$ cat src/include/ctmc_pkg.sv
// Functional notes
// - Mode field bits 26:24; 000 is timer
// - Capture mode 010 copies count on capture
// - Mode 011 is quadrature; the core holds the count there
// - Modes 100, 101, 110 are PWM variants; the count holds
// - Timer steps by one per detected count
// - Direction field 17:16; up raises TC at period
// - Down counts from period, TC at zero
// - Up/down 0: TC only at zero
// - Up/down 1: TC at zero and period
// - Up counting reloads zero after period
// - Down counting reloads period after zero
// - Up/down modes reverse without reload
// - Cycle is A+1 steps, 2*A up/down
// - Match event; optional compare/buffer swap
// - One-shot bit 18 stops after terminal count
// - Eight-bit prescaler divides counter clock
// - Period, compare, buffer are 16 bits
// - Selectable trigger sources and active edges
// - Overflow/underflow pulses last two cycles
// - Triggers synchronised before use
// - Request bits latch; write one clears; masked AND
// - Output actions per event, reset to no change
package ctmc_pkg;

    // ==========================================================
    // Register byte offsets.
    localparam logic [7:0] ADDR_CTRL = 8'h00;
    localparam logic [7:0] ADDR_ENABLE = 8'h04;
    localparam logic [7:0] ADDR_CMD = 8'h08;
    localparam logic [7:0] ADDR_COUNT = 8'h0c;
    localparam logic [7:0] ADDR_PERIOD = 8'h10;
    localparam logic [7:0] ADDR_COMPARE = 8'h14;
    localparam logic [7:0] ADDR_CBUF = 8'h18;
    localparam logic [7:0] ADDR_TSEL = 8'h1c;
    localparam logic [7:0] ADDR_TEDGE = 8'h20;
    localparam logic [7:0] ADDR_OACT = 8'h24;
    localparam logic [7:0] ADDR_IRQ = 8'h28;
    localparam logic [7:0] ADDR_IRQ_SET = 8'h2c;
    localparam logic [7:0] ADDR_IRQ_MASK = 8'h30;
    localparam logic [7:0] ADDR_IRQ_MASKED = 8'h34;
    localparam logic [7:0] ADDR_STATUS = 8'h38;

    // ==========================================================
    // Field positions.
    localparam int MODE_LSB = 24;
    localparam int ONE_SHOT_BIT = 18;
    localparam int DIR_LSB = 16;
    localparam int PRESCALE_LSB = 8;
    localparam int SWAP_BIT = 0;
    localparam int CMD_RELOAD = 0;
    localparam int CMD_START = 1;
    localparam int CMD_STOP = 2;
    localparam int CMD_CAPTURE = 3;
    localparam int IRQ_TC = 0;
    localparam int IRQ_MATCH = 1;

    // ==========================================================
    // Trigger slots: four select bits and two edge bits each.
    localparam int TRG_RELOAD = 0;
    localparam int TRG_START = 1;
    localparam int TRG_STOP = 2;
    localparam int TRG_CAPTURE = 3;
    localparam int TRG_COUNT = 4;
    localparam int TRG_NUM = 5;
    localparam int TSEL_W = 4;
    localparam int TEDGE_W = 2;

    // ==========================================================
    // Codes.
    localparam logic [2:0] MODE_TIMER = 3'h0;
    localparam logic [2:0] MODE_CAPTURE = 3'h2;
    localparam logic [2:0] MODE_QUAD = 3'h3;
    localparam logic [2:0] MODE_PWM = 3'h4;
    localparam logic [2:0] MODE_DEAD_TIME_PWM = 3'h5;
    localparam logic [2:0] MODE_PSEUDO_RANDOM_PWM = 3'h6;
    localparam logic [1:0] DIR_UP = 2'h0;
    localparam logic [1:0] DIR_DOWN = 2'h1;
    localparam logic [1:0] DIR_UPDN0 = 2'h2;
    localparam logic [1:0] DIR_UPDN1 = 2'h3;
    localparam logic [1:0] EDGE_RISE = 2'h0;
    localparam logic [1:0] EDGE_FALL = 2'h1;
    localparam logic [1:0] EDGE_BOTH = 2'h2;
    localparam logic [1:0] EDGE_NONE = 2'h3;
    localparam logic [1:0] ACT_SET = 2'h0;
    localparam logic [1:0] ACT_CLR = 2'h1;
    localparam logic [1:0] ACT_INV = 2'h2;
    localparam logic [1:0] ACT_KEEP = 2'h3;

    // ==========================================================
    // Values after reset.
    localparam logic [15:0] PERIOD_RESET = 16'hffff;
    localparam logic [19:0] TSEL_RESET = 20'h00000;
    localparam logic [9:0] TEDGE_RESET = 10'h000;
    localparam logic [5:0] OACT_RESET = 6'h3f;

endpackage : ctmc_pkg

$ cat src/hdl/ctmc_core.sv
// Our own choices: the AHB-Lite interface to the registers and the register addresses.
`timescale 1ns/1ps
`default_nettype none

module ctmc_core #(
    parameter int N_TRIG = 8
) (
    // Clock and reset.
    input wire logic MCLK,
    input wire logic ARST_N,
    // AHB-Lite slave.
    input wire logic HSEL,
    input wire logic [31:0] HADDR,
    input wire logic [1:0] HTRANS,
    input wire logic HWRITE,
    input wire logic [2:0] HSIZE,
    input wire logic [31:0] HWDATA,
    input wire logic HREADY,
    output logic HREADYOUT,
    output logic HRESP,
    output logic [31:31-31] HRDATA,
    // Trigger sources.
    input wire logic [N_TRIG-1:0] TRIG_IN,
    // Event and line outputs.
    output logic TERMINAL_COUNT,
    output logic OVERFLOW_EVENT,
    output logic UNDERFLOW_EVENT,
    output logic MATCH_CAPTURE_EVENT,
    output logic LINE_OUT,
    output logic LINE_COMPL_OUT
);

    // ==========================================================
    // State.
    typedef struct packed {
        logic [2:0] mode;
        logic one_shot;
        logic [1:0] dir;
        logic [7:0] prescale;
        logic swap_en;
        logic enable;
        logic [15:0] count;
        logic [15:0] period;
        logic [15:0] compare;
        logic [15:0] cbuf;
        logic [19:0] tsel;
        logic [9:0] tedge;
        logic [5:0] oact;
        logic [1:0] irq;
        logic [1:0] mask;
        logic running;
        logic down;
        logic [7:0] pre_cnt;
        logic cnt_pend;
        logic [N_TRIG-1:0] sync1;
        logic [N_TRIG-1:0] sync2;
        logic [N_TRIG-1:0] sync3;
        logic a_valid;
        logic a_write;
        logic [7:0] a_addr;
        logic [31:0] rdata;
        logic tc_last;
        logic ov_last;
        logic un_last;
        logic cc_last;
        logic tc_o;
        logic ov_o;
        logic un_o;
        logic cc_o;
        logic line;
        // Complement kept in its own flop so both line pins leave a register.
        logic line_n;
    } ctmc_state_s;

    ctmc_state_s s;
    ctmc_state_s next_s;

    logic [ctmc_pkg::TRG_NUM-1:0] hit;
    logic [3:0] cmd;
    logic [1:0] irq_clr;
    logic [1:0] irq_sw_set;
    logic wr;
    logic tick;
    logic active;
    logic count_ok;
    logic [15:0] nxt;
    logic tc_ev;
    logic ov_ev;
    logic un_ev;
    logic cc_ev;
    logic cap_ev;

    // ==========================================================
    // Edge detection of one selected, synchronised trigger.
    // Select code 0 means no source; code k picks input k-1.
    function automatic logic trig_hit(input logic [3:0] sel, input logic [1:0] edg,
                                      input logic [N_TRIG-1:0] now,
                                      input logic [N_TRIG-1:0] old);
        logic n;
        logic o;
        n = 1'b0;
        o = 1'b0;
        if (sel != 4'h0 && int'(sel) <= N_TRIG) begin
            n = now[int'(sel) - 1];
            o = old[int'(sel) - 1];
        end
        unique case (edg)
            ctmc_pkg::EDGE_RISE: trig_hit = n & ~o;
            ctmc_pkg::EDGE_FALL: trig_hit = ~n & o;
            ctmc_pkg::EDGE_BOTH: trig_hit = n ^ o;
            ctmc_pkg::EDGE_NONE: trig_hit = 1'b0;
        endcase
    endfunction : trig_hit

    // ==========================================================
    // One output action applied to the line level.
    function automatic logic line_act(input logic [1:0] act, input logic ev, input logic l);
        line_act = l;
        if (ev) begin
            unique case (act)
                ctmc_pkg::ACT_SET: line_act = 1'b1;
                ctmc_pkg::ACT_CLR: line_act = 1'b0;
                ctmc_pkg::ACT_INV: line_act = ~l;
                ctmc_pkg::ACT_KEEP: line_act = l;
            endcase
        end
    endfunction : line_act

    // ==========================================================
    // Next-state logic for the whole channel.
    always_comb begin
        next_s = s;
        hit = '0;
        cmd = 4'h0;
        irq_clr = 2'h0;
        irq_sw_set = 2'h0;
        nxt = s.count;
        tc_ev = 1'b0;
        ov_ev = 1'b0;
        un_ev = 1'b0;
        cc_ev = 1'b0;
        cap_ev = 1'b0;

        // Two-flop synchroniser; the third stage only serves edge detection.
        next_s.sync1 = TRIG_IN;
        next_s.sync2 = s.sync1;
        next_s.sync3 = s.sync2;
        for (int i = 0; i < ctmc_pkg::TRG_NUM; i++) begin
            hit[i] = trig_hit(s.tsel[i*ctmc_pkg::TSEL_W +: ctmc_pkg::TSEL_W],
                              s.tedge[i*ctmc_pkg::TEDGE_W +: ctmc_pkg::TEDGE_W],
                              s.sync2, s.sync3);
        end

        // Command pulses and interrupt clears come from the write data phase.
        wr = s.a_valid & s.a_write;
        if (wr && s.a_addr == ctmc_pkg::ADDR_CMD) begin
            cmd = HWDATA[3:0];
        end
        if (wr && s.a_addr == ctmc_pkg::ADDR_IRQ) begin
            irq_clr = HWDATA[1:0];
        end
        if (wr && s.a_addr == ctmc_pkg::ADDR_IRQ_SET) begin
            irq_sw_set = HWDATA[1:0];
        end

        // Prescaler: one counter tick every prescale+1 clocks.
        // Count events closer together than one tick merge into a single step,
        // so a slow counter clock can miss fast triggers.
        tick = (s.pre_cnt == s.prescale);
        next_s.pre_cnt = tick ? 8'h00 : s.pre_cnt + 8'h01;

        // A count trigger that falls between ticks waits for the next tick.
        next_s.cnt_pend = tick ? 1'b0 : (s.cnt_pend | hit[ctmc_pkg::TRG_COUNT]);
        count_ok = (s.tsel[ctmc_pkg::TRG_COUNT*ctmc_pkg::TSEL_W +: ctmc_pkg::TSEL_W] == 4'h0)
                   | s.cnt_pend | hit[ctmc_pkg::TRG_COUNT];

        // Only timer and capture count here; quadrature and PWM codes hold.
        active = s.enable & s.running &
                 (s.mode == ctmc_pkg::MODE_TIMER || s.mode == ctmc_pkg::MODE_CAPTURE);

        // Start and stop; without a hardware start, a software start is needed.
        if (hit[ctmc_pkg::TRG_STOP] | cmd[ctmc_pkg::CMD_STOP]) begin
            next_s.running = 1'b0;
        end else if (hit[ctmc_pkg::TRG_START] | cmd[ctmc_pkg::CMD_START]) begin
            next_s.running = 1'b1;
        end

        // Reload puts the counter at its starting end and direction.
        if (hit[ctmc_pkg::TRG_RELOAD] | cmd[ctmc_pkg::CMD_RELOAD]) begin
            next_s.count = (s.dir == ctmc_pkg::DIR_DOWN) ? s.period : 16'h0000;
            next_s.down = (s.dir == ctmc_pkg::DIR_DOWN);
        end else if (tick && active && count_ok) begin
            // One step per tick with a count event; otherwise the value holds.
            unique case (s.dir)
                ctmc_pkg::DIR_UP: begin
                    nxt = (s.count == s.period) ? 16'h0000 : s.count + 16'h0001;
                    ov_ev = (nxt == s.period);
                    tc_ev = ov_ev;
                end
                ctmc_pkg::DIR_DOWN: begin
                    nxt = (s.count == 16'h0000) ? s.period : s.count - 16'h0001;
                    un_ev = (nxt == 16'h0000);
                    tc_ev = un_ev;
                end
                ctmc_pkg::DIR_UPDN0, ctmc_pkg::DIR_UPDN1: begin
                    // Turn around at the ends, so a period A spans 2*A steps.
                    nxt = s.down ? s.count - 16'h0001 : s.count + 16'h0001;
                    if (!s.down && nxt == s.period) begin
                        next_s.down = 1'b1;
                        ov_ev = 1'b1;
                        tc_ev = (s.dir == ctmc_pkg::DIR_UPDN1);
                    end else if (s.down && nxt == 16'h0000) begin
                        next_s.down = 1'b0;
                        un_ev = 1'b1;
                        tc_ev = 1'b1;
                    end
                end
            endcase
            next_s.count = nxt;
            // Match only in timer mode; capture mode owns the compare register.
            if (s.mode == ctmc_pkg::MODE_TIMER && nxt == s.compare) begin
                cc_ev = 1'b1;
                if (s.swap_en) begin
                    next_s.compare = s.cbuf;
                    next_s.cbuf = s.compare;
                end
            end
            // One-shot stops at the terminal count; continuous keeps going.
            if (tc_ev && s.one_shot) begin
                next_s.running = 1'b0;
            end
        end

        // Capture copies count into compare and compare into the buffer.
        cap_ev = active && s.mode == ctmc_pkg::MODE_CAPTURE &&
                 (hit[ctmc_pkg::TRG_CAPTURE] | cmd[ctmc_pkg::CMD_CAPTURE]);
        if (cap_ev) begin
            next_s.compare = s.count;
            next_s.cbuf = s.compare;
            cc_ev = 1'b1;
        end

        // Register writes; reconfiguring a running channel is not guarded.
        if (wr) begin
            unique case (s.a_addr)
                ctmc_pkg::ADDR_CTRL: begin
                    next_s.mode = HWDATA[ctmc_pkg::MODE_LSB +: 3];
                    next_s.one_shot = HWDATA[ctmc_pkg::ONE_SHOT_BIT];
                    next_s.dir = HWDATA[ctmc_pkg::DIR_LSB +: 2];
                    next_s.prescale = HWDATA[ctmc_pkg::PRESCALE_LSB +: 8];
                    next_s.swap_en = HWDATA[ctmc_pkg::SWAP_BIT];
                end
                ctmc_pkg::ADDR_ENABLE: next_s.enable = HWDATA[0];
                ctmc_pkg::ADDR_COUNT: next_s.count = HWDATA[15:0];
                ctmc_pkg::ADDR_PERIOD: next_s.period = HWDATA[15:0];
                ctmc_pkg::ADDR_COMPARE: next_s.compare = HWDATA[15:0];
                ctmc_pkg::ADDR_CBUF: next_s.cbuf = HWDATA[15:0];
                ctmc_pkg::ADDR_TSEL: next_s.tsel = HWDATA[19:0];
                ctmc_pkg::ADDR_TEDGE: next_s.tedge = HWDATA[9:0];
                ctmc_pkg::ADDR_OACT: next_s.oact = HWDATA[5:0];
                ctmc_pkg::ADDR_IRQ_MASK: next_s.mask = HWDATA[1:0];
                default: ;
            endcase
        end

        // Disabling stops the channel at once; the count is kept.
        if (!next_s.enable) begin
            next_s.running = 1'b0;
        end

        // Request bits: a hardware event in the clearing cycle survives.
        next_s.irq = (s.irq & ~irq_clr) | irq_sw_set |
                     {cc_ev, tc_ev};

        // Each event output is the OR of this and the previous cycle: two clocks high.
        next_s.tc_last = tc_ev;
        next_s.ov_last = ov_ev;
        next_s.un_last = un_ev;
        next_s.cc_last = cc_ev;
        next_s.tc_o = tc_ev | s.tc_last;
        next_s.ov_o = ov_ev | s.ov_last;
        next_s.un_o = un_ev | s.un_last;
        next_s.cc_o = cc_ev | s.cc_last;

        // Output line: match, then overflow, then underflow take effect.
        next_s.line = line_act(s.oact[5:4], un_ev,
                      line_act(s.oact[3:2], ov_ev,
                      line_act(s.oact[1:0], cc_ev, s.line)));
        next_s.line_n = ~next_s.line;

        // Address phase; reads see writes finishing in the same cycle.
        next_s.a_valid = HSEL & HTRANS[1] & HREADY;
        next_s.a_write = HWRITE;
        next_s.a_addr = HADDR[7:0];
        if (HSEL && HTRANS[1] && HREADY && !HWRITE) begin
            unique case (HADDR[7:0])
                ctmc_pkg::ADDR_CTRL: next_s.rdata = {5'h00, next_s.mode, 5'h00,
                    next_s.one_shot, next_s.dir, next_s.prescale, 7'h00, next_s.swap_en};
                ctmc_pkg::ADDR_ENABLE: next_s.rdata = {31'h00000000, next_s.enable};
                ctmc_pkg::ADDR_COUNT: next_s.rdata = {16'h0000, next_s.count};
                ctmc_pkg::ADDR_PERIOD: next_s.rdata = {16'h0000, next_s.period};
                ctmc_pkg::ADDR_COMPARE: next_s.rdata = {16'h0000, next_s.compare};
                ctmc_pkg::ADDR_CBUF: next_s.rdata = {16'h0000, next_s.cbuf};
                ctmc_pkg::ADDR_TSEL: next_s.rdata = {12'h000, next_s.tsel};
                ctmc_pkg::ADDR_TEDGE: next_s.rdata = {22'h000000, next_s.tedge};
                ctmc_pkg::ADDR_OACT: next_s.rdata = {26'h0000000, next_s.oact};
                ctmc_pkg::ADDR_IRQ, ctmc_pkg::ADDR_IRQ_SET:
                    next_s.rdata = {30'h00000000, next_s.irq};
                ctmc_pkg::ADDR_IRQ_MASK: next_s.rdata = {30'h00000000, next_s.mask};
                ctmc_pkg::ADDR_IRQ_MASKED:
                    next_s.rdata = {30'h00000000, next_s.irq & next_s.mask};
                ctmc_pkg::ADDR_STATUS:
                    next_s.rdata = {30'h00000000, next_s.down, next_s.running};
                default: next_s.rdata = 32'h00000000;
            endcase
        end
    end

    // ==========================================================
    // State register; every control field has a constant reset value.
    always_ff @(posedge MCLK or negedge ARST_N) begin
        if (!ARST_N) begin
            s <= '0;
            s.period <= ctmc_pkg::PERIOD_RESET;
            s.tsel <= ctmc_pkg::TSEL_RESET;
            s.tedge <= ctmc_pkg::TEDGE_RESET;
            s.oact <= ctmc_pkg::OACT_RESET;
            s.line_n <= 1'b1;
        end else begin
            s <= next_s;
        end
    end

    // ==========================================================
    // Data and event outputs straight from flops, ready and response tied off; the slave never stretches a transfer.
    assign HREADYOUT = 1'b1;
    assign HRESP = 1'b0;
    assign HRDATA = s.rdata;
    assign TERMINAL_COUNT = s.tc_o;
    assign OVERFLOW_EVENT = s.ov_o;
    assign UNDERFLOW_EVENT = s.un_o;
    assign MATCH_CAPTURE_EVENT = s.cc_o;
    assign LINE_OUT = s.line;
    assign LINE_COMPL_OUT = s.line_n;

endmodule : ctmc_core

`default_nettype wire

$ cat config.mk
export PLATFORM = sky130hd
export DESIGN_NAME = ctmc_core
export DESIGN_NICKNAME = d
export VERILOG_FILES = /design/src/include/ctmc_pkg.sv /design/src/hdl/ctmc_core.sv
export SDC_FILE = /design/constraint.sdc
export NUM_CORES = 1
export LEC_CHECK = 0
export ABC_AREA = 1
export BUFFER_PORTS_ARGS = -buffer_cell sky130_fd_sc_hd__buf_2
export CORE_MARGIN = 3
export CORE_UTILIZATION = 45
export DETAILED_ROUTE_END_ITERATION = 16
export PLACE_DENSITY_LB_ADDON = 0.25
export SETUP_SLACK_MARGIN = 0.2
export SLEW_MARGIN = 10
export SYNTH_ARGS = -nofsm -noshare
export SYNTH_HDL_FRONTEND = slang
export SYNTH_SLANG_ARGS = --single-unit
$ cat constraint.sdc
create_clock -name MCLK -period 5.2 [get_ports MCLK]
set_clock_uncertainty 0.05 [all_clocks]
set_input_delay 1.04 -clock MCLK [delete_from_list [all_inputs] [get_ports MCLK]]
set_output_delay 1.04 -clock MCLK [all_outputs]
set_load 0.05 [all_outputs]
==> summary.md, run 1 <==
| Metric | Value |
|---|---|
| Status | `completed` |
| Avg Inst Size Synth | `around 6.6 um2` |
| Drt total wl | `55.4 mm` |
| Data arrival time of the critical path | `4.92 ns` |
| Skew-Pair Late Insertion Delay | `0.47 ns` |
| Primary FF master, synth | `dfrtp_1` |
| Layout area overhead | `7.37%` |
| DRC Markers | `0` |
| Multi-input gate area | `between 7000 and 8000 um2` |
| Bufs and invs on worst path | `4` |
| Pre-CTS setup slack | `0.686 ns` |
| DP HPWL | `42.9 mm` |
| CTS Buf Count | `17` |
| ANT nets after route | `0` |
| Die height | `between 150 and 200 um` |
| Starting DRT DRC Count | `1,635` |
| Clock Path Buffers | `2` |
| Port bufs | `73` |
| Pleak | `0.00825 uW` |
| Vias in the first global route | `~14,000` |
| Setup repair bufs after CTS | `0` |
| Pwr Density | `215 nW/um2` |
| Min cycle time layout | `4.61 ns` |
| Worst slew pin tran | `1.02 ns` |
| Critical Path End Type | `register` |
| Fillers | `3,213` |
| Largest net degree at the start of global routing | `119` |
| RSZ-0062 raised after global routing | `no` |
| Via density | `5.80` |
| Sequential area share after synthesis | `0.347` |
| Fmax | `0.217 GHz` |
| Cell Area, Synth | `14,400 um2` |
| Share of cells above drive strength 1 | `0.108` |
| Hold_buf cts | `0` |
| Gr usage total | `0.328` |
| CP Cell Sequence | `inv_1, ha_1, inv_1, o21ai_0, o211ai_1, nand3_1, ha_1, nor2_1, a21oi_1, nor2_1, nor2_1, nand3_1, nand3_1, nor2_2, inv_2, nor2_2, nand3_4, buf_4, nand3_1, nand3_1, nand3_1, nand3_1, nand2_1, nand2_1` |
| Slowest stage cell, crit path | `nor2_2` |
| Avg WL per Cell | `21.3 um` |
| Ys Warns | `0` |
| Crit-path most repeated cell | `nand3_1` |
| Total global routing overflow | `0` |
| Syn Inst Count | `2,169` |
| Sw Ratio | `0.293` |
| H-tree depth | `4` |
| CP Class | `reg2reg` |
| Max-Cap Viols | `0` |
| HP Class | `reg2reg` |
| CTS resizes | `0` |
| Ports | `122` |
| Post-synthesis async set-or-reset flop share | `1.00` |
| Number of flops mapped to enable cells by yosys | `0` |
| Die width | `185 um` |
| Post-synthesis cell type count | `53` |
| Area of the core | `31,100 um2` |
| Psw | `971 uW` |
| Int Pwr | `2340 uW` |
| Tcrit/Tclk final | `0.886` |
| WP data required | `5.51 ns` |
| Starting Density | `0.463` |
| Clk pwr share | `0.389` |
| Site Rows | `64` |
| Worst-path fanout max | `16` |
| CTS tree | `done` |
| Routed vias | `15,100` |
| Drt pass-1 iters | `7` |
| Slew Viols, Final | `0` |
| Root Driver | `clkbuf_16` |
| DIE AREA | `~34,000 um2` |
| Flops & latches, synth | `between 150 and 200` |
| Slack of the critical path | `0.593 ns` |
| Combinational share of power | `0.123` |
| # setup viols final | `0` |
| VDD IR-drop max | `~0.20 mV` |
| # clock sinks | `198` |
| Reg area | `around 5000 um2` |
| Reg clk slew, reported paths | `0.08 ns` |
| CP Launch Type | `register` |
| First-pass GRT wire length | `84.2 mm` |
| Rel. slew slack | `0.319` |
| Slowest cell delay on critical path | `0.48 ns` |
| RePlAce Congestion | `1.04` |
| Crit-path leading delay family | `simple AND/OR/NAND/NOR gates` |
| Reg power frac | `0.488` |
| Initial antenna violation count | `0` |
| Hold Vio Cnt, Final | `0` |
| Most common cell after layout, fill and taps aside | `nand2_1` |
| Commonest non-fill, non-tap cells in the layout | `nand2_1 (658), nand3_1 (279), inv_1 (243), dfrtp_1 (175), o21ai_0 (161)` |
| Final nets | `approximately 2,300` |
| Setup TNS Final | `0 ns` |
state kept, by name, indices dropped and copies added, names as in the netlist:
name,count
UNDERFLOW_EVENT,1
HRDATA,23
MATCH_CAPTURE_EVENT,1
OVERFLOW_EVENT,1
s,153
LINE_OUT,1
TERMINAL_COUNT,1
next_s,16
LINE_COMPL_OUT,1
power groups by stage:
stage                     Combinational [uW]  Clock, uW  Sequential [uW]
after floorplan                          267          0             1620
after global placement                   395          0             1640
after detailed placement                 399          0             1640
after CTS                                400       1300             1620
after global routing                     447       1350             1620
final                                    406       1290             1620
per-stage QoR:
stage | power, uW | instance area [um2] | util | hold slack (ns) | cells
6_report | 3310 | 15400 | 0.497 | 0.297 | 2597
5_1_grt | 3420 | 15400 | 0.497 | 0.300 | 2596
4_1_cts | 3320 | 15400 | 0.497 | 0.300 | 2596
3_5_place_dp | 2040 | 14900 | 0.479 | 0.286 | 2564
3_3_place_gp | 2040 | 14900 | 0.479 | 0.284 | 2564
2_1_floorplan | 1890 | 14400 | - | 0.281 | 2178
worst register-to-register path: stages, from the launching register on:
cell and delay, ns:
dfrtp_1 0.42, inv_1 0.31, ha_1 0.35, inv_1 0.13, o21ai_0 0.11, o211ai_1 0.19, nand3_1 0.12, ha_1 0.31
nor2_1 0.10, a21oi_1 0.05, nor2_1 0.08, nor2_1 0.05, nand3_1 0.11, nand3_1 0.17, nor2_2 0.49, inv_2 0.19
nor2_2 0.23, nand3_4 0.20, buf_4 0.27, nand3_1 0.09, nand3_1 0.10, nand3_1 0.09, nand3_1 0.13, nand2_1 0.10
nand2_1 0.05
routing by layer:
metal,GRT usage,wire length [um],share of wire,vias to the layer above
li1,-,-,-,7083
met2,0.541,25900,0.47,713
met5,0,0,0,-
met4,0.149,2660,0.048,0
met3,0.0503,4600,0.083,141
met1,0.426,22300,0.40,7134
cell usage after synthesis (16+ instances only):
cell type  instances  share of area
nand3_1          280          0.097
o21ai_0          161          0.056
clkbuf_1          46          0.012
ha_1              23          0.020
nand4_1           50          0.022
nor2_1           140          0.037
dfstp_2           23          0.042
buf_2             16         0.0056
inv_2             27         0.0071
buf_4             42          0.022
nor3_1            27         0.0094
a21oi_1           47          0.016
dfrtp_1          175           0.30
a21boi_0          17         0.0089
nand2_1          658           0.17
o211ai_1          32          0.017
inv_1            243          0.063
final timing paths:
kind,start,to,slack (ns),depth (start not counted)
max,s[123],HRDATA[4],0.59,24
min,next_s[66],next_s[58],0.30,0
max reg2reg,s[123],HRDATA[4],0.59,24
min reg2reg,next_s[66],next_s[58],0.30,0
max in group asynchronous,ARST_N,s[170],3.39,2
min in group asynchronous,ARST_N,next_s[66],0.66,1
kinds of logic after synthesis:
| group | after synthesis | synth area share |
|---|---|---|
| and+or+nand+nor | 1232 | 0.379 |
| buffers and inverters | 383 | 0.115 |
| AOI/OAI and AO/OA | 311 | 0.126 |
| DFF | 198 | 0.347 |
| adders and majority gates | 23 | 0.0200 |
| xor gates and xnor gates | 19 | 0.0116 |
| other | 2 | 0.000522 |
| muxes | 1 | 0.000783 |
layout make-up:
class	count	area share
multi-input cells	1597	0.505
clock inverters	10	0.00649
well taps	396	0.0321
clock buffers	22	0.0288
repair buffers	101	0.0387
flip-flops and latches	198	0.323
diodes	1	0.000162
inverters	272	0.0662
No activity file was read; power rests on OpenSTA's default activity.
==> run 2: changes to the inputs <==
--- a/config.mk
+++ b/config.mk
@@ -11,6 +11,7 @@
 export CORE_UTILIZATION = 45
 export DETAILED_ROUTE_END_ITERATION = 16
 export PLACE_DENSITY_LB_ADDON = 0.25
+export RECOVER_POWER = 50
 export SETUP_SLACK_MARGIN = 0.2
 export SLEW_MARGIN = 10
 export SYNTH_ARGS = -nofsm -noshare
==> summary.md, run 2 (synthesis gave the netlist of run 1 again) <==
| Metric | Value |
|---|---|
| Status | `complete, but fails checks` |
| Failing checks | `capacitance limit, slew limit` |
| Vias in the first global route | `14,400 (unchanged)` |
| Total global routing overflow | `0 (unchanged)` |
| VDD IR-drop max | `0.204 mV (+0.17%)` |
| Pwr Density | `215 nW/um2 (+0.16%)` |
| Data arrival time of the critical path | `4.97 ns (+0.05 ns)` |
| Max-Cap Viols | `1 (+1)` |
| Slew Viols, Final | `119 (+119)` |
| Critical Path End Type | `register` |
| Tcrit/Tclk final | `0.890 (+0.00437)` |
| HP Class | `reg2reg` |
| DIE AREA | `34,100 um2 (unchanged)` |
| Skew-Pair Late Insertion Delay | `0.47 ns (about the same)` |
| Starting DRT DRC Count | `1,591 (-2.7%)` |
| Gr usage total | `0.328 (unchanged)` |
| Pleak | `0.00821 uW (-0.46%)` |
| CTS tree | `done` |
| DP HPWL | `42.9 mm (unchanged)` |
| Reg clk slew, reported paths | `0.07 ns (about the same)` |
| Share of cells above drive strength 1 | `0.104 (-0.00409)` |
| Most flops, register | `s` |
| Drt total wl | `55.5 mm (+0.17%)` |
| Slowest stage cell, crit path | `nor2_2` |
| Die width | `185 um (unchanged)` |
| Worst slew pin tran | `2.85 ns (+1.83 ns)` |
| Clock Path Buffers | `2 (unchanged)` |
| CTS Buf Count | `17 (unchanged)` |
| Initial antenna violation count | `0 (unchanged)` |
| WP data required | `5.55 ns (+0.04 ns)` |
| H-tree depth | `4 (unchanged)` |
| Crit-path most repeated cell | `nand3_1` |
| Hold_buf cts | `0 (unchanged)` |
| Worst reg2reg path depth | `24 (unchanged)` |
| Fmax | `0.216 GHz (-0.49%)` |
| CTS resizes | `0 (unchanged)` |
| First-pass GRT wire length | `84.2 mm (unchanged)` |
| Port bufs | `73 (unchanged)` |
| Min cycle time layout | `4.63 ns (+0.0227 ns)` |
| ANT nets after route | `0 (unchanged)` |
| Hold Crit Depth | `0 (unchanged)` |
| Layout area overhead | `7.06%` |
| Finished Layout Cells | `2,596 (-0.039%)` |
| RSZ-0062 raised after global routing | `no` |
| Site Rows | `64 (unchanged)` |
| Rel. slew slack | `-0.902 (-1.22)` |
| # clock sinks | `198 (unchanged)` |
| Hold Vio Cnt, Final | `0 (unchanged)` |
| Setup TNS Final | `0 ns (unchanged)` |
| CP Cell Sequence | `inv_1, ha_1, inv_1, o21ai_0, o211ai_1, nand3_1, ha_1, nor2_1, a21oi_1, nor2_1, nor2_1, nand3_1, nand3_1, nor2_2, inv_2, nor2_2, nand3_4, nand2_4, nand2_1, nand3_1, nand3_1, nand3_1, nand2_1, nand2_1` |
| Root Driver | `clkbuf_16` |
| Routed vias | `15,100 (-0.13%)` |
| Die height | `185 um (unchanged)` |
| DRC Markers | `0 (unchanged)` |
| Ports | `122 (unchanged)` |
| # setup viols final | `0 (unchanged)` |
| Worst-path fanout max | `16 (unchanged)` |
| CP Class | `reg2reg` |
| Most common cell after layout, fill and taps aside | `nand2_1` |
| Via density | `5.80 (about the same)` |
| Fillers | `3,223 (+0.31%)` |
| Slowest cell delay on critical path | `0.52 ns (+0.04 ns)` |
| Placed cells | `2,564 (unchanged)` |
| Area of the core | `31,100 um2 (unchanged)` |
| RePlAce Congestion | `1.04 (unchanged)` |
| CP Launch Type | `register` |
| Number of flip-flops in the largest register | `153 (unchanged)` |
| Ant diodes | `0 (-1)` |
| Drt pass-1 iters | `8 (+1)` |
| Starting Density | `0.463 (unchanged)` |
| Largest net degree at the start of global routing | `119 (unchanged)` |
| Setup repair bufs after CTS | `0 (unchanged)` |
| Commonest non-fill, non-tap cells in the layout | `nand2_1 (658), nand3_1 (279), inv_1 (243), dfrtp_1 (175), o21ai_0 (161)` |
| Avg WL per Cell | `21.4 um (+0.21%)` |
| Final nets | `2,292 (unchanged)` |
==> run 2: cell count changes in the layout (fill, tap and decap cells not counted) <==
| cell | previous run | this run |
|---|---|---|
| diode_2 | 1 | 0 |
| clkbuf_4 | 0 | 1 |
| buf_12 | 1 | 0 |
| clkbuf_2 | 0 | 1 |
| clkbuf_8 | 1 | 0 |
| clkbuf_1 | 5 | 13 |
| nor3_1 | 27 | 28 |
| nor3_4 | 1 | 0 |
| buf_2 | 72 | 64 |
==> run 2: path summary, 6_finish.rpt <==
path | end | slack [ns] | startpoint
setup / recovery | HRDATA[10] | 0.57 | s[123]
hold / removal | next_s[58] | 0.30 | next_s[66]
setup reg to reg | HRDATA[10] | 0.57 | s[123]
hold reg to reg | next_s[58] | 0.30 | next_s[66]
max in group asynchronous | HRDATA[15] | 1.07 | ARST_N
min in group asynchronous | next_s[59] | 1.44 | ARST_N
==> run 2: power by group <==
| part | internal, uW | switching [uW] | total, uW |
|---|---|---|---|
| combinational | 101 | 302 | 403 |
| clock | 664 | 624 | 1290 |
| sequential | 1580 | 42.8 | 1620 |
| total | 2340 | 969 | 3310 |
==> run 2: stage by stage <==
step           power (uW)  setup slack [ns]   util  cell area (um2)  hold slack [ns]
3_3_place_gp         2040             0.794  0.479            14900            0.284
6_report             3310             0.571  0.495            15400            0.297
2_1_floorplan        1890              1.51      -            14400            0.281
5_1_grt              3420             0.297  0.495            15400            0.300
3_5_place_dp         2040             0.686  0.479            14900            0.286
4_1_cts              3320             0.663  0.497            15400            0.300
==> run 2: area by class of cell <==
type | count | area, um2 | area share
Inverter | 272 | 1020 | 0.0663
Timing Repair Buffer | 101 | 566 | 0.0368
Tap cell | 396 | 495 | 0.0322
Clock buffer | 22 | 444 | 0.0289
Sequential cell | 198 | 4980 | 0.324
Multi-Input combinational cell | 1597 | 7780 | 0.505
Clock inverter | 10 | 100 | 0.00650
==> run 2: routing by layer <==
metal | part of all wire | GRT usage | up-vias
met5 | 0 | 0 | -
met1 | 0.41 | 0.426 | 7161
met4 | 0.047 | 0.149 | 0
met2 | 0.46 | 0.541 | 677
li1 | - | - | 7083
met3 | 0.074 | 0.0503 | 130
==> run 2: critical path: cells and delay by family, from the launching register on <==
kind	cells	cell delay [ns]
adders and majority gates	2	0.66
buffers and inverters	3	0.62
and+or+nand+nor	16	2.43
AOI/OAI and AO/OA	3	0.35
DFF	1	0.42
==> run 3: changes to the inputs <==
--- a/config.mk
+++ b/config.mk
@@ -8,7 +8,7 @@
 export ABC_AREA = 1
 export BUFFER_PORTS_ARGS = -buffer_cell sky130_fd_sc_hd__buf_2
 export CORE_MARGIN = 3
-export CORE_UTILIZATION = 45
+export CORE_UTILIZATION = 39
 export DETAILED_ROUTE_END_ITERATION = 16
 export PLACE_DENSITY_LB_ADDON = 0.25
 export RECOVER_POWER = 50
==> summary.md, run 3 (synthesis gave the netlist of run 1 again) <==
| Metric | Value |
|---|---|
| Post-layout util | `0.431 (-0.0644)` |
| DRC Markers | `0 (unchanged)` |
| Fmax | `0.218 GHz (+1.1%)` |
| HP Class | `reg2reg` |
| Fillers | `3,853 (+20%)` |
| Avg WL per Cell | `20.1 um (-6.0%)` |
| Worst-path fanout max | `15 (-1)` |
| Slowest cell delay on critical path | `0.41 ns (-0.11 ns)` |
| Hold Crit Depth | `0 (unchanged)` |
| Hold_buf cts | `0 (unchanged)` |
| Layout area overhead | `7.66%` |
| Starting Density | `0.400 (-0.0624)` |
| Vias in the first global route | `14,100 (-2.0%)` |
| Port bufs | `73 (unchanged)` |
| Largest net degree at the start of global routing | `111 (-6.7%)` |
| Max-Cap Viols | `1 (unchanged)` |
| Slew Viols, Final | `111 (-6.7%)` |
| Crit-path most repeated cell | `nand2_1` |
| Number of flip-flops in the largest register | `153 (unchanged)` |
| Rel. slew slack | `-0.844 (+0.0580)` |
| Area of the core | `35,900 um2 (+16%)` |
| Worst slew pin tran | `2.77 ns (-0.0870 ns)` |
| CTS tree | `done` |
| CTS Buf Count | `17 (unchanged)` |
| R2r setup slk | `0.62 ns (+0.05 ns)` |
| Slack of the critical path | `0.620 ns (+0.0489 ns)` |
| Commonest non-fill, non-tap cells in the layout | `nand2_1 (658), nand3_1 (279), inv_1 (243), dfrtp_1 (175), o21ai_0 (161)` |
| Total global routing overflow | `0 (unchanged)` |
| Pre-CTS setup slack | `0.734 ns (+0.0479 ns)` |
| Die height | `198 um (+7.2%)` |
| Share of cells above drive strength 1 | `0.105 (+0.00100)` |
| # clock sinks | `198 (unchanged)` |
| RePlAce Congestion | `0.976 (-6.0%)` |
| First-pass GRT wire length | `81.9 mm (-2.7%)` |
| Routed vias | `14,800 (-1.4%)` |
| Gr usage total | `0.271 (-0.0569)` |
| Failing checks | `capacitance limit, slew limit` |
| Tcrit/Tclk final | `0.881 (-0.00941)` |
| Min cycle time layout | `4.58 ns (-0.0489 ns)` |
| Ant diodes | `0 (unchanged)` |
| Ports | `122 (unchanged)` |
| Setup repair bufs after CTS | `0 (unchanged)` |
| Pwr Density | `214 nW/um2 (-0.69%)` |
| Skew-Pair Late Insertion Delay | `0.45 ns (-0.02 ns)` |
| Drt total wl | `53.4 mm (-3.7%)` |
| Crit-path leading delay family | `buffers and inverters` |
| CP Launch Type | `register` |
| DP HPWL | `41.4 mm (-3.5%)` |
| ANT nets after route | `0 (unchanged)` |
| Placed cells | `2,627 (+2.5%)` |
| Setup TNS Final | `0 ns (unchanged)` |
| Status | `complete, but fails checks` |
| Worst reg2reg path depth | `25 (+4.2%)` |
| Via density | `5.58 (-3.7%)` |
| Slowest stage cell, crit path | `dfrtp_1` |
| Reg clk slew, reported paths | `0.07 ns (about the same)` |
| Finished Layout Cells | `2,659 (+2.4%)` |
| CP Depth | `25 (+4.2%)` |
| VDD IR-drop max | `0.237 mV (+16%)` |
| Root Driver | `clkbuf_16` |
| Site Rows | `69 (+7.8%)` |
| DIE AREA | `39,200 um2 (+15%)` |
| # setup viols final | `0 (unchanged)` |
| CTS resizes | `0 (unchanged)` |
| Pleak | `0.00823 uW (+0.24%)` |
| RSZ-0062 raised after global routing | `no` |
| Most common cell after layout, fill and taps aside | `nand2_1` |
| CP Class | `reg2reg` |
| Die width | `198 um (+7.2%)` |
| WP data required | `5.49 ns (-0.06 ns)` |
| Hold Vio Cnt, Final | `0 (unchanged)` |
| Clock Path Buffers | `2 (unchanged)` |
| H-tree depth | `4 (unchanged)` |
| Most flops, register | `s` |
| Starting DRT DRC Count | `1,793 (+13%)` |
| Drt pass-1 iters | `6 (-2)` |
| Pwr Total | `3300 uW (-0.13%)` |
| Data arrival time of the critical path | `4.87 ns (-0.10 ns)` |
| Bufs and invs on worst path | `6 (+3)` |
| Critical Path End Type | `register` |
| Final nets | `2,290 (-0.087%)` |
| Initial antenna violation count | `0 (unchanged)` |
-- run 3: cell count changes in the layout (fill, tap and decap cells not counted), sizes merged --
cell | previous run | this run
inv | 272 | 277
clkinv | 3 | 9
buf | 91 | 88
clkinvlp | 6 | 1
clkbuf | 32 | 28
bufinv | 1 | 0
-- run 3: power by group --
part	internal [uW]	switching (uW)	leakage (uW)
Clock	635	657	0.000276
Sequential	1570	46.9	0.00223
Combinational	101	291	0.00572
-- run 3: worst paths after layout --
kind                            start              to
min in group asynchronous      ARST_N  TERMINAL_COUNT
max reg2reg                    s[123]       HRDATA[2]
min reg2reg                next_s[67]      next_s[59]
max                            s[123]       HRDATA[2]
max in group asynchronous      ARST_N          s[175]
min                        next_s[67]      next_s[59]
-- run 3: worst reg2reg max path: cells and delay by family (launching register included) --
family                   cells  cell delay, ns
flip-flops                   1            0.41
adder cells (fa/ha/maj)      2            0.66
AND/OR/NAND/NOR             12            1.28
AO/OA/AOI/OAI                5            0.56
buffers and inverters        6            1.53
-- run 3: routing by layer --
layer	up-vias	global-route usage	wire length [um]
met5	-	0	0
met4	0	0.109	2040
met3	106	0.0284	4070
met2	694	0.434	24400
met1	6972	0.378	22900
li1	7070	-	-
-- run 3: per-stage QoR --
step | hold slack (ns) | instance area (um2)
2_1_floorplan | 0.281 | 14400
3_3_place_gp | 0.281 | 15000
3_5_place_dp | 0.286 | 15000
4_1_cts | 0.303 | 15500
5_1_grt | 0.309 | 15500
6_report | 0.299 | 15500
-- run 3: cell type report --
| type | instances | area (um2) | area share |
|---|---|---|---|
| Timing Repair Buffer | 99 | 549 | 0.0355 |
| Clock inverter | 15 | 140 | 0.00906 |
| Tap cell | 461 | 577 | 0.0373 |
| Inverter | 272 | 1020 | 0.0660 |
| Sequential cell | 198 | 4980 | 0.322 |
| Clock buffer | 17 | 425 | 0.0275 |
| Multi-Input combinational cell | 1597 | 7780 | 0.503 |
